### src/cpm_regs.svh
// constants for the multiplexed sub-stream link and the composer registers
// assumes inclusion by bare name from the design files
`ifndef VSM_REGS_SVH
`define VSM_REGS_SVH

`define STREAM_COUNT  4
`define MUX_FLAG_ON   1'b1
`define END_ZERO_BYTE 8'h00
`define END_TAIL_BITS 7'h7c

`define REG_CTRL      12'h000
`define REG_CMD       12'h004
`define REG_STAT      12'h008
`define REG_IRQ       12'h00c
`define REG_MASK      12'h010

`define CTRL_END_EN   0
`define CMD_GO        4
`define STAT_BUSY     8
`define IRQ_END_SENT  0
`define IRQ_REFUSED   1
`define IRQ_INTER     2

`define CTRL_RESET    1'b0
`define MASK_RESET    3'h0

`endif

### src/cpm_pkg.sv
// types shared by the link interface and both ends
// assumes nothing beyond a SystemVerilog compiler
package vsm_pkg;
   typedef enum logic [1:0] {
      hdr_picture,
      hdr_group,
      hdr_slice,
      hdr_end_of_stream
   } hdr_kind_type;
   typedef logic [1:0] stream_index_type;
endpackage : vsm_pkg

### src/cpm_link_if.sv
// link between the composing encoder end and the receiving demux end
// assumes both ends run on the same clock; one byte per valid cycle
`timescale 1ns/10ps
`default_nettype none
interface vsm_link_if;
   import vsm_pkg::*;
   logic             valid;
   logic [7:0]       data;
   logic             hdr;
   hdr_kind_type     kind;
   stream_index_type index;
   logic             mux;
   logic             intra;
   logic [1:0]       fid;
   logic             ext;
   logic             bc_valid;
   logic             bc_mux;
   stream_index_type bc_index;

   modport enc (output valid, data, hdr, kind, index, mux, intra, fid, ext,
                input  bc_valid, bc_mux, bc_index);
   modport dec (input  valid, data, hdr, kind, index, mux, intra, fid, ext,
                output bc_valid, bc_mux, bc_index);
endinterface : vsm_link_if
`default_nettype wire

### src/cpm_composer.sv
// composing end: forwards headers and data, inserts end sequences
// assumes APB master on pclk; link joined to a vsm_demux
//
// Local design decisions: register access over APB and the register addresses.
`timescale 1ns/10ps
`default_nettype none
`include "cpm_regs.svh"

module vsm_composer (
   input  wire logic                       pclk,
   input  wire logic                       presetn,
   input  wire logic                       ce,
   input  wire logic [11:0]                paddr,
   input  wire logic                       psel,
   input  wire logic                       penable,
   input  wire logic                       pwrite,
   input  wire logic [31:0]                pwdata,
   output logic [31:0]                     prdata,
   output logic                            pready,
   output logic                            pslverr,
   output logic                            irq,
   input  wire logic                       up_valid,
   output logic                            up_ready,
   input  wire logic [7:0]                 up_data,
   input  wire logic                       up_hdr,
   input  wire vsm_pkg::hdr_kind_type      up_kind,
   input  wire vsm_pkg::stream_index_type  up_index,
   input  wire logic                       up_intra,
   input  wire logic [1:0]                 up_fid,
   input  wire logic                       up_ext,
   output logic                            bc_valid,
   output logic                            bc_mux,
   output vsm_pkg::stream_index_type       bc_index,
   vsm_link_if.enc                         lnk
);
   import vsm_pkg::*;

   typedef enum {st_pass, st_z0, st_z1, st_tail, st_idx} state_type;

   state_type        st_q;
   state_type        st_d;
   logic             pend_q;
   logic             pend_d;
   stream_index_type pidx_q;
   logic             ctrl_q;
   logic [2:0]       mask_q;
   logic [2:0]       sts_q;
   logic [2:0]       sts_d;
   logic [2:0]       ev;
   logic [3:0]       pic_sent_q;
   logic [3:0]       need_intra_q;
   logic             acc;
   logic             wr;
   logic             cmd;
   logic             cmd_ok;
   logic             fwd;
   logic             fwd_pic;

   // ---------------------------------------------------------------
   // APB slave, one wait state
   // ---------------------------------------------------------------
   assign acc    = ce & psel & penable & pready;
   assign wr     = acc & pwrite;
   assign cmd    = wr & (paddr == `REG_CMD) & pwdata[`CMD_GO];
   assign cmd_ok = cmd & ctrl_q & pic_sent_q[pwdata[1:0]] & ~pend_q;

   always_ff @(posedge pclk or negedge presetn) begin
      if (!presetn) begin
         pready  <= 1'b0;
         prdata  <= '0;
         pslverr <= 1'b0;
      end else if (ce) begin
         pready  <= psel & penable & ~pready;
         if (psel & penable & ~pready) begin
            pslverr <= 1'b0;
            case (paddr)
               `REG_CTRL: prdata <= {31'h0, ctrl_q};
               `REG_CMD:  prdata <= '0;
               `REG_STAT: prdata <= {23'h0, pend_q, need_intra_q, pic_sent_q};
               `REG_IRQ:  prdata <= {29'h0, sts_q};
               `REG_MASK: prdata <= {29'h0, mask_q};
               default: begin
                  prdata  <= '0;
                  pslverr <= 1'b1;
               end
            endcase
         end
      end
   end

   always_ff @(posedge pclk or negedge presetn) begin
      if (!presetn) begin
         ctrl_q <= `CTRL_RESET;
         mask_q <= `MASK_RESET;
      end else if (wr) begin
         if (paddr == `REG_CTRL) begin
            ctrl_q <= pwdata[`CTRL_END_EN];
         end
         if (paddr == `REG_MASK) begin
            mask_q <= pwdata[2:0];
         end
      end
   end

   // ---------------------------------------------------------------
   // interrupt status: read clears what was returned, set wins
   // ---------------------------------------------------------------
   assign ev[`IRQ_END_SENT] = ce & (st_q == st_idx);
   assign ev[`IRQ_REFUSED]  = cmd & ~cmd_ok;
   assign ev[`IRQ_INTER]    = fwd_pic & need_intra_q[up_index] & ~up_intra;

   always_comb begin
      sts_d = sts_q;
      if (acc && !pwrite && paddr == `REG_IRQ) begin
         sts_d = sts_q & ~prdata[2:0];
      end
      sts_d = sts_d | ev;
   end

   always_ff @(posedge pclk or negedge presetn) begin
      if (!presetn) begin
         sts_q <= '0;
         irq   <= 1'b0;
      end else if (ce) begin
         sts_q <= sts_d;
         irq   <= |(sts_d & mask_q);
      end
   end

   // ---------------------------------------------------------------
   // end sequence sequencer
   // ---------------------------------------------------------------
   assign fwd     = ce & up_valid & up_ready & (st_q == st_pass);
   assign fwd_pic = fwd & up_hdr & (up_kind == hdr_picture);

   always_comb begin
      st_d   = st_q;
      pend_d = pend_q | cmd_ok;
      case (st_q)
         st_pass: if (pend_q) st_d = st_z0;
         st_z0:   st_d = st_z1;
         st_z1:   st_d = st_tail;
         st_tail: st_d = st_idx;
         st_idx: begin
            st_d   = st_pass;
            pend_d = 1'b0;
         end
         default: st_d = st_pass;
      endcase
   end

   always_ff @(posedge pclk or negedge presetn) begin
      if (!presetn) begin
         st_q     <= st_pass;
         pend_q   <= 1'b0;
         pidx_q   <= '0;
         up_ready <= 1'b0;
      end else if (ce) begin
         st_q     <= st_d;
         pend_q   <= pend_d;
         up_ready <= (st_d == st_pass) & ~pend_d;
         if (cmd_ok) begin
            pidx_q <= pwdata[1:0];
         end
      end
   end

   always_ff @(posedge pclk or negedge presetn) begin
      if (!presetn) begin
         pic_sent_q   <= '0;
         need_intra_q <= '0;
      end else if (ce) begin
         for (int i = 0; i < `STREAM_COUNT; i++) begin
            if (fwd_pic && up_index == i[1:0]) begin
               pic_sent_q[i]   <= 1'b1;
               need_intra_q[i] <= 1'b0;
            end else if (st_q == st_idx && pidx_q == i[1:0]) begin
               pic_sent_q[i]   <= 1'b0;
               need_intra_q[i] <= 1'b1;
            end
         end
      end
   end

   // ---------------------------------------------------------------
   // link drive
   // ---------------------------------------------------------------
   always_ff @(posedge pclk or negedge presetn) begin
      if (!presetn) begin
         lnk.valid <= 1'b0;
         lnk.data  <= '0;
         lnk.hdr   <= 1'b0;
         lnk.kind  <= hdr_picture;
         lnk.index <= '0;
         lnk.mux   <= 1'b0;
         lnk.intra <= 1'b0;
         lnk.fid   <= '0;
         lnk.ext   <= 1'b0;
      end else if (ce) begin
         lnk.valid <= fwd | (st_q != st_pass);
         lnk.hdr   <= fwd & up_hdr;
         lnk.mux   <= `MUX_FLAG_ON;
         case (st_q)
            st_pass: begin
               lnk.data  <= up_data;
               lnk.kind  <= up_kind;
               lnk.index <= up_index;
               lnk.intra <= up_intra;
               lnk.fid   <= up_fid;
               lnk.ext   <= up_ext;
            end
            st_z0:   lnk.data <= `END_ZERO_BYTE;
            st_z1:   lnk.data <= `END_ZERO_BYTE;
            st_tail: lnk.data <= {`END_TAIL_BITS, pidx_q[1]};
            st_idx:  lnk.data <= {pidx_q[0], 7'h00};
            default: lnk.data <= `END_ZERO_BYTE;
         endcase
      end
   end

   always_ff @(posedge pclk or negedge presetn) begin
      if (!presetn) begin
         bc_valid <= 1'b0;
         bc_mux   <= 1'b0;
         bc_index <= '0;
      end else if (ce) begin
         bc_valid <= lnk.bc_valid & lnk.bc_mux;
         bc_mux   <= lnk.bc_mux;
         bc_index <= lnk.bc_index;
      end
   end
endmodule : vsm_composer
`default_nettype wire

### src/flat_wrapper.sv
// flat-port wrapper written by rule: the top's interface ports become plain ports
module vsm_composer_flat import vsm_pkg::*;
  (pclk, presetn, ce, paddr, psel, penable, pwrite, pwdata, prdata, pready, pslverr, irq, up_valid, up_ready, up_data, up_hdr, up_kind, up_index, up_intra, up_fid, up_ext, bc_valid, bc_mux, bc_index, lnk_valid, lnk_data, lnk_hdr, lnk_kind, lnk_index, lnk_mux, lnk_intra, lnk_fid, lnk_ext, lnk_bc_valid, lnk_bc_mux, lnk_bc_index);
  vsm_link_if lnk_i ();
  input  wire logic pclk;
  input  wire logic presetn;
  input  wire logic ce;
  input  wire logic [11:0] paddr;
  input  wire logic psel;
  input  wire logic penable;
  input  wire logic pwrite;
  input  wire logic [31:0] pwdata;
  output logic [31:0] prdata;
  output logic pready;
  output logic pslverr;
  output logic irq;
  input  wire logic up_valid;
  output logic up_ready;
  input  wire logic [7:0] up_data;
  input  wire logic up_hdr;
  input  wire vsm_pkg::hdr_kind_type up_kind;
  input  wire vsm_pkg::stream_index_type up_index;
  input  wire logic up_intra;
  input  wire logic [1:0] up_fid;
  input  wire logic up_ext;
  output logic bc_valid;
  output logic bc_mux;
  output vsm_pkg::stream_index_type bc_index;
  output wire logic [$bits(lnk_i.valid)-1:0] lnk_valid;
  output wire logic [$bits(lnk_i.data)-1:0] lnk_data;
  output wire logic [$bits(lnk_i.hdr)-1:0] lnk_hdr;
  output wire logic [$bits(lnk_i.kind)-1:0] lnk_kind;
  output wire logic [$bits(lnk_i.index)-1:0] lnk_index;
  output wire logic [$bits(lnk_i.mux)-1:0] lnk_mux;
  output wire logic [$bits(lnk_i.intra)-1:0] lnk_intra;
  output wire logic [$bits(lnk_i.fid)-1:0] lnk_fid;
  output wire logic [$bits(lnk_i.ext)-1:0] lnk_ext;
  input wire logic [$bits(lnk_i.bc_valid)-1:0] lnk_bc_valid;
  input wire logic [$bits(lnk_i.bc_mux)-1:0] lnk_bc_mux;
  input wire logic [$bits(lnk_i.bc_index)-1:0] lnk_bc_index;
  assign lnk_valid = lnk_i.valid;
  assign lnk_data = lnk_i.data;
  assign lnk_hdr = lnk_i.hdr;
  assign lnk_kind = lnk_i.kind;
  assign lnk_index = lnk_i.index;
  assign lnk_mux = lnk_i.mux;
  assign lnk_intra = lnk_i.intra;
  assign lnk_fid = lnk_i.fid;
  assign lnk_ext = lnk_i.ext;
  assign lnk_i.bc_valid = lnk_bc_valid;
  assign lnk_i.bc_mux = lnk_bc_mux;
  assign lnk_i.bc_index = lnk_bc_index;
  vsm_composer u_core (.pclk(pclk), .presetn(presetn), .ce(ce), .paddr(paddr), .psel(psel), .penable(penable), .pwrite(pwrite), .pwdata(pwdata), .prdata(prdata), .pready(pready), .pslverr(pslverr), .irq(irq), .up_valid(up_valid), .up_ready(up_ready), .up_data(up_data), .up_hdr(up_hdr), .up_kind(up_kind), .up_index(up_index), .up_intra(up_intra), .up_fid(up_fid), .up_ext(up_ext), .bc_valid(bc_valid), .bc_mux(bc_mux), .bc_index(bc_index), .lnk(lnk_i));
endmodule
### config.mk
export PLATFORM = sky130hd
export DESIGN_NAME = vsm_composer_flat
export DESIGN_NICKNAME = d
export VERILOG_FILES = /design/src/cpm_pkg.sv /design/src/cpm_link_if.sv /design/src/cpm_composer.sv /design/src/flat_wrapper.sv
export VERILOG_INCLUDE_DIRS = /design/src
export SDC_FILE = /design/constraint.sdc
export NUM_CORES = 1
export LEC_CHECK = 0
export BUFFER_PORTS_ARGS = -buffer_cell sky130_fd_sc_hd__buf_2
export CAP_MARGIN = 10
export CELL_PAD_IN_SITES_DETAIL_PLACEMENT = 2
export CELL_PAD_IN_SITES_GLOBAL_PLACEMENT = 2
export CORE_MARGIN = 2
export CORE_UTILIZATION = 31
export CTS_CLUSTER_DIAMETER = 40
export CTS_CLUSTER_SIZE = 25
export DETAILED_ROUTE_END_ITERATION = 10
export GPL_ROUTABILITY_DRIVEN = 0
export PLACE_DENSITY_LB_ADDON = 0.1
export SYNTH_ARGS = -nofsm -noshare
export SYNTH_HDL_FRONTEND = slang
export SYNTH_SLANG_ARGS = --single-unit
### constraint.sdc
create_clock -name pclk -period 2.22 [get_ports pclk]
set_input_delay 0.444 -clock pclk [delete_from_list [all_inputs] [get_ports pclk]]
set_output_delay 0.444 -clock pclk [all_outputs]
set_load 0.005 [all_outputs]
==> results.py <==
metrics = {
    "clocking": {
        "clockBufferDepth": 2,
        "clockRootBuffer": "clkbuf_16",
        "cts.sinks": 86,
        "path_clk_slew_ps": 60,
        "htreeDepth": 3,
        "cts_tree": "yes",
        "cts_made_buffers": 9,
        "clk_latency_ps": 340,
    },
    "synth": {
        "yosysUniqueCellTypes": 54,
        "synth-main-ff-cell": "dfrtp_1",
        "synth_edf_count": 0,
        "ys_ff_latch": 86,
        "avgSynthCellArea_um2": 11.8,
        "asyncSetResetFlopFracSynth_pct": 100,
        "yosysTopAreaCell": "dfrtp_1",
        "synth_seq_area_share_pct": 55.3,
        "synthCells": 330,
        "synth_area_um2": 3890,
        "synth_top_area_share_pct": 55.3,
        "synth.top_cells.by_area": "dfrtp_1, nor2b_1, mux2_2",
        "ys_warn_count": 0,
    },
    "critical_path": {
        "critPathKind": "reg -> reg",
        "cp_max_fo": 7,
        "critical_path.endpoint_type": "register",
        "r2r-start": "u_core.st_q[25]",
        "startpoint_type": "register",
        "startpoint": "u_core.st_q[25]",
        "cp_data_required_time_ps": 2450,
        "crit_arrival_ps": 2350,
        "reg2reg_slack_ps": 100,
        "worstReg2RegEnd": "u_core.lnk.ext",
        "r2r_cells": 6,
    },
    "floorplan": {
        "io_pins": 131,
        "die_area_um2": 13500,
        "start_util_pct": 32.1,
        "fp-row-count": 40,
        "fp.dieH_um": 116,
        "die_w_um": 116,
        "core-area_um2": 12100,
    },
    "pwr": {
        "cell_internal_pwr_mw": 2.88,
        "pwr-share-clk_pct": 47.7,
        "swShare_pct": 22.0,
        "peakVddDrop_mv": 0.394,
        "p_comb_share_pct": 7.5,
        "p_leak_nw": 2.40,
        "p_switching_mw": 0.813,
        "powerDensity_nw_per_um2": 745,
        "seqPwrFrac_pct": 44.8,
    },
    "placement": {
        "pre_cts_ws_ps": -59.4,
        "place_hpwl_um": 7330,
        "placement.cell_area_um2": 4540,
        "port_buffers": 79,
    },
    "sta": {
        "finalClockSkew_ps": 4.26,
        "finalCritPeriodShare_pct": 95.4,
        "min_period_ps": 2120,
        "setup_ws_ps": 103,
        "drv_slew": 0,
        "finalSetupViolCount": 0,
        "hold_violations": 0,
        "fmax_mhz": 472,
    },
    "grt": {
        "gr-usage-met1_pct": 20.2,
        "grt_max_degree": 62,
        "antenna_found_initial": 0,
        "grt_usage_pct": 16.3,
        "grt_pass1_wl_um": 16600,
        "grt_util_met3_pct": 4.92,
        "overflow": 0,
        "gr-usage-met2_pct": 27.8,
        "grt_pass1_vias": 3156,
        "busiest_layer": "met2",
    },
    "cells_and_area": {
        "regArea_um2": 2150,
        "fin_area_um2": 4950,
        "synthToLayoutAreaGrowth_pct": 27.2,
        "nNetsFinal": 503,
        "diodes": 0,
        "fillCellCount": 1305,
        "drive_above_1_share_pct": 36.5,
        "multi_input_area_um2": 1600,
    },
    "detailed_routing": {
        "firstDrtPassIters": 4,
        "vias": 2851,
        "drc": 0,
        "viasPerCell": 4.72,
        "antenna_left": 0,
        "routed_wl_um": 10100,
        "drt-initial-drc-count": 89,
        "wire_per_inst_um": 16.7,
    },
    "min_path": {
        "hold-path-endpoint": "u_core.lnk.data[2]",
        "min_path_cells": 2,
        "min_from": "up_data[2]",
        "hold_class": "in -> reg",
    },
    "run_status": {
        "outcome": "completed",
    },
    "job": {
        "maxCapViolations": 0,
    },
}
==> worst max-delay path by stage <==
stage	end	slack [ps]
finish	u_core.lnk.ext	100
global route	u_core.lnk.ext	-9
CTS	u_core.pic_sent_q[3]	10
detailed placement	u_core.irq	-60
global placement	u_core.pic_sent_q[0]	-60
floorplan	u_core.mask_q[0]	120
==> metrics by stage <==
stage               TNS [ps]  power [mW]  util, %  std cells  hold WS, ps
CTS                        0        3.75     40.5        602          321
detailed placement      -376        1.96     37.5        585          287
global placement        -219        1.95     37.5        585          288
floorplan                  0        1.82        -        352          148
finish                     0        3.69     40.9        604          329
global route           -21.9        3.86     40.9        604          321
==> power by group through the flow <==
stage | sequential (mW) | combinational, mW | clock (mW)
after floorplan | 1.68 | 0.136 | 0
after global placement | 1.68 | 0.270 | 0
after detailed placement | 1.68 | 0.275 | 0
after CTS | 1.65 | 0.279 | 1.82
after global routing | 1.66 | 0.313 | 1.88
final | 1.65 | 0.276 | 1.76
==> Yosys cell counts, types with 2 or more instances <==
master     instances
mux2i_1            3
o22a_1             3
nand3_1           10
a22oi_1            3
a21oi_1            8
o21ai_0            9
o22ai_1            4
mux2_2            16
mux4_2             2
or3_1              2
nor4_2             4
a22o_1             9
nor4_4             4
dfrtp_1           86
o221ai_1           2
buf_4             23
nand2_1           16
a31oi_1            3
and2_1             3
nand2b_1           6
a21o_1             2
nor3b_2            2
nor2b_1           31
nor4_1             3
buf_2              2
nor3_1             6
nor2_1             9
or2_2              4
and3b_1            2
nor3b_1            2
a41oi_1            2
or4_1              3
nand4_1            2
clkbuf_1          10
o2bb2ai_1          6
inv_1             10
==> registers in the layout, indices dropped and copies added, names as in the netlist, 2 cells and up <==
register,count
u_core.mask_q,3
u_core.st_q,32
u_core.lnk.fid,2
u_core.lnk.kind,2
u_core.sts_q,3
u_core.prdata,9
u_core.pidx_q,2
u_core.pic_sent_q,4
u_core.lnk.index,2
u_core.need_intra_q,4
u_core.lnk.data,8
u_core.bc_index,2
==> cell families after synthesis <==
kind of cell | after synthesis | synth area share, %
and+or+nand+nor | 118 | 20.6
other | 1 | 0.0963
buffers and inverters | 46 | 6.72
DFF | 86 | 55.3
AOI/OAI and AO/OA | 57 | 10.5
muxes | 22 | 6.85
==> critical path, stage by stage, from the launching register on <==
cell,delay (ps)
dfrtp_1,410
nor4_4,340
nand4_4,140
buf_4,190
nor4_4,380
buf_4,220
mux2_2,330
==> cell type report <==
cell class | count | area share [%]
Timing Repair Buffer | 104 | 12.2
Clock inverter | 5 | 2.15
Clock buffer | 11 | 4.90
Inverter | 10 | 0.758
Sequential cell | 86 | 43.5
Multi-Input combinational cell | 220 | 32.3
Tap cell | 168 | 4.24
==> routing by layer <==
layer	vias up	routed length [um]
li1	1333	-
met1	1453	4330
met2	57	5130
met3	8	518
met4	0	118
met5	-	0
==> cell usage in the layout, fill, tap and decap left out, types with 3 or more instances in the layout <==
cell,n
or2_2,4
conb_1,23
nand3_1,10
bufinv_16,3
mux2_2,16
and2_1,3
nand2_1,16
nor4_4,6
dfrtp_1,86
nor3_1,4
buf_4,23
nor2_1,9
o22ai_1,4
a22o_1,9
nor3_2,3
nor2b_1,31
o2bb2ai_1,6
a21oi_1,8
nand2b_1,6
inv_1,10
nor4_2,3
a22oi_1,3
o21ai_0,9
o22a_1,3
a31oi_1,3
clkbuf_16,9
mux2i_1,3
buf_2,78
==> what timing repair did <==
action                     CTS  global route
buffers inserted             0             1
pin swaps                    0             1
hold endpoints to repair     7             0
gates cloned                 0             1
gates resized for setup      2             7
hold buffers                 1             0
setup endpoints to repair   15            16
Power figures use the tool's default switching activity.
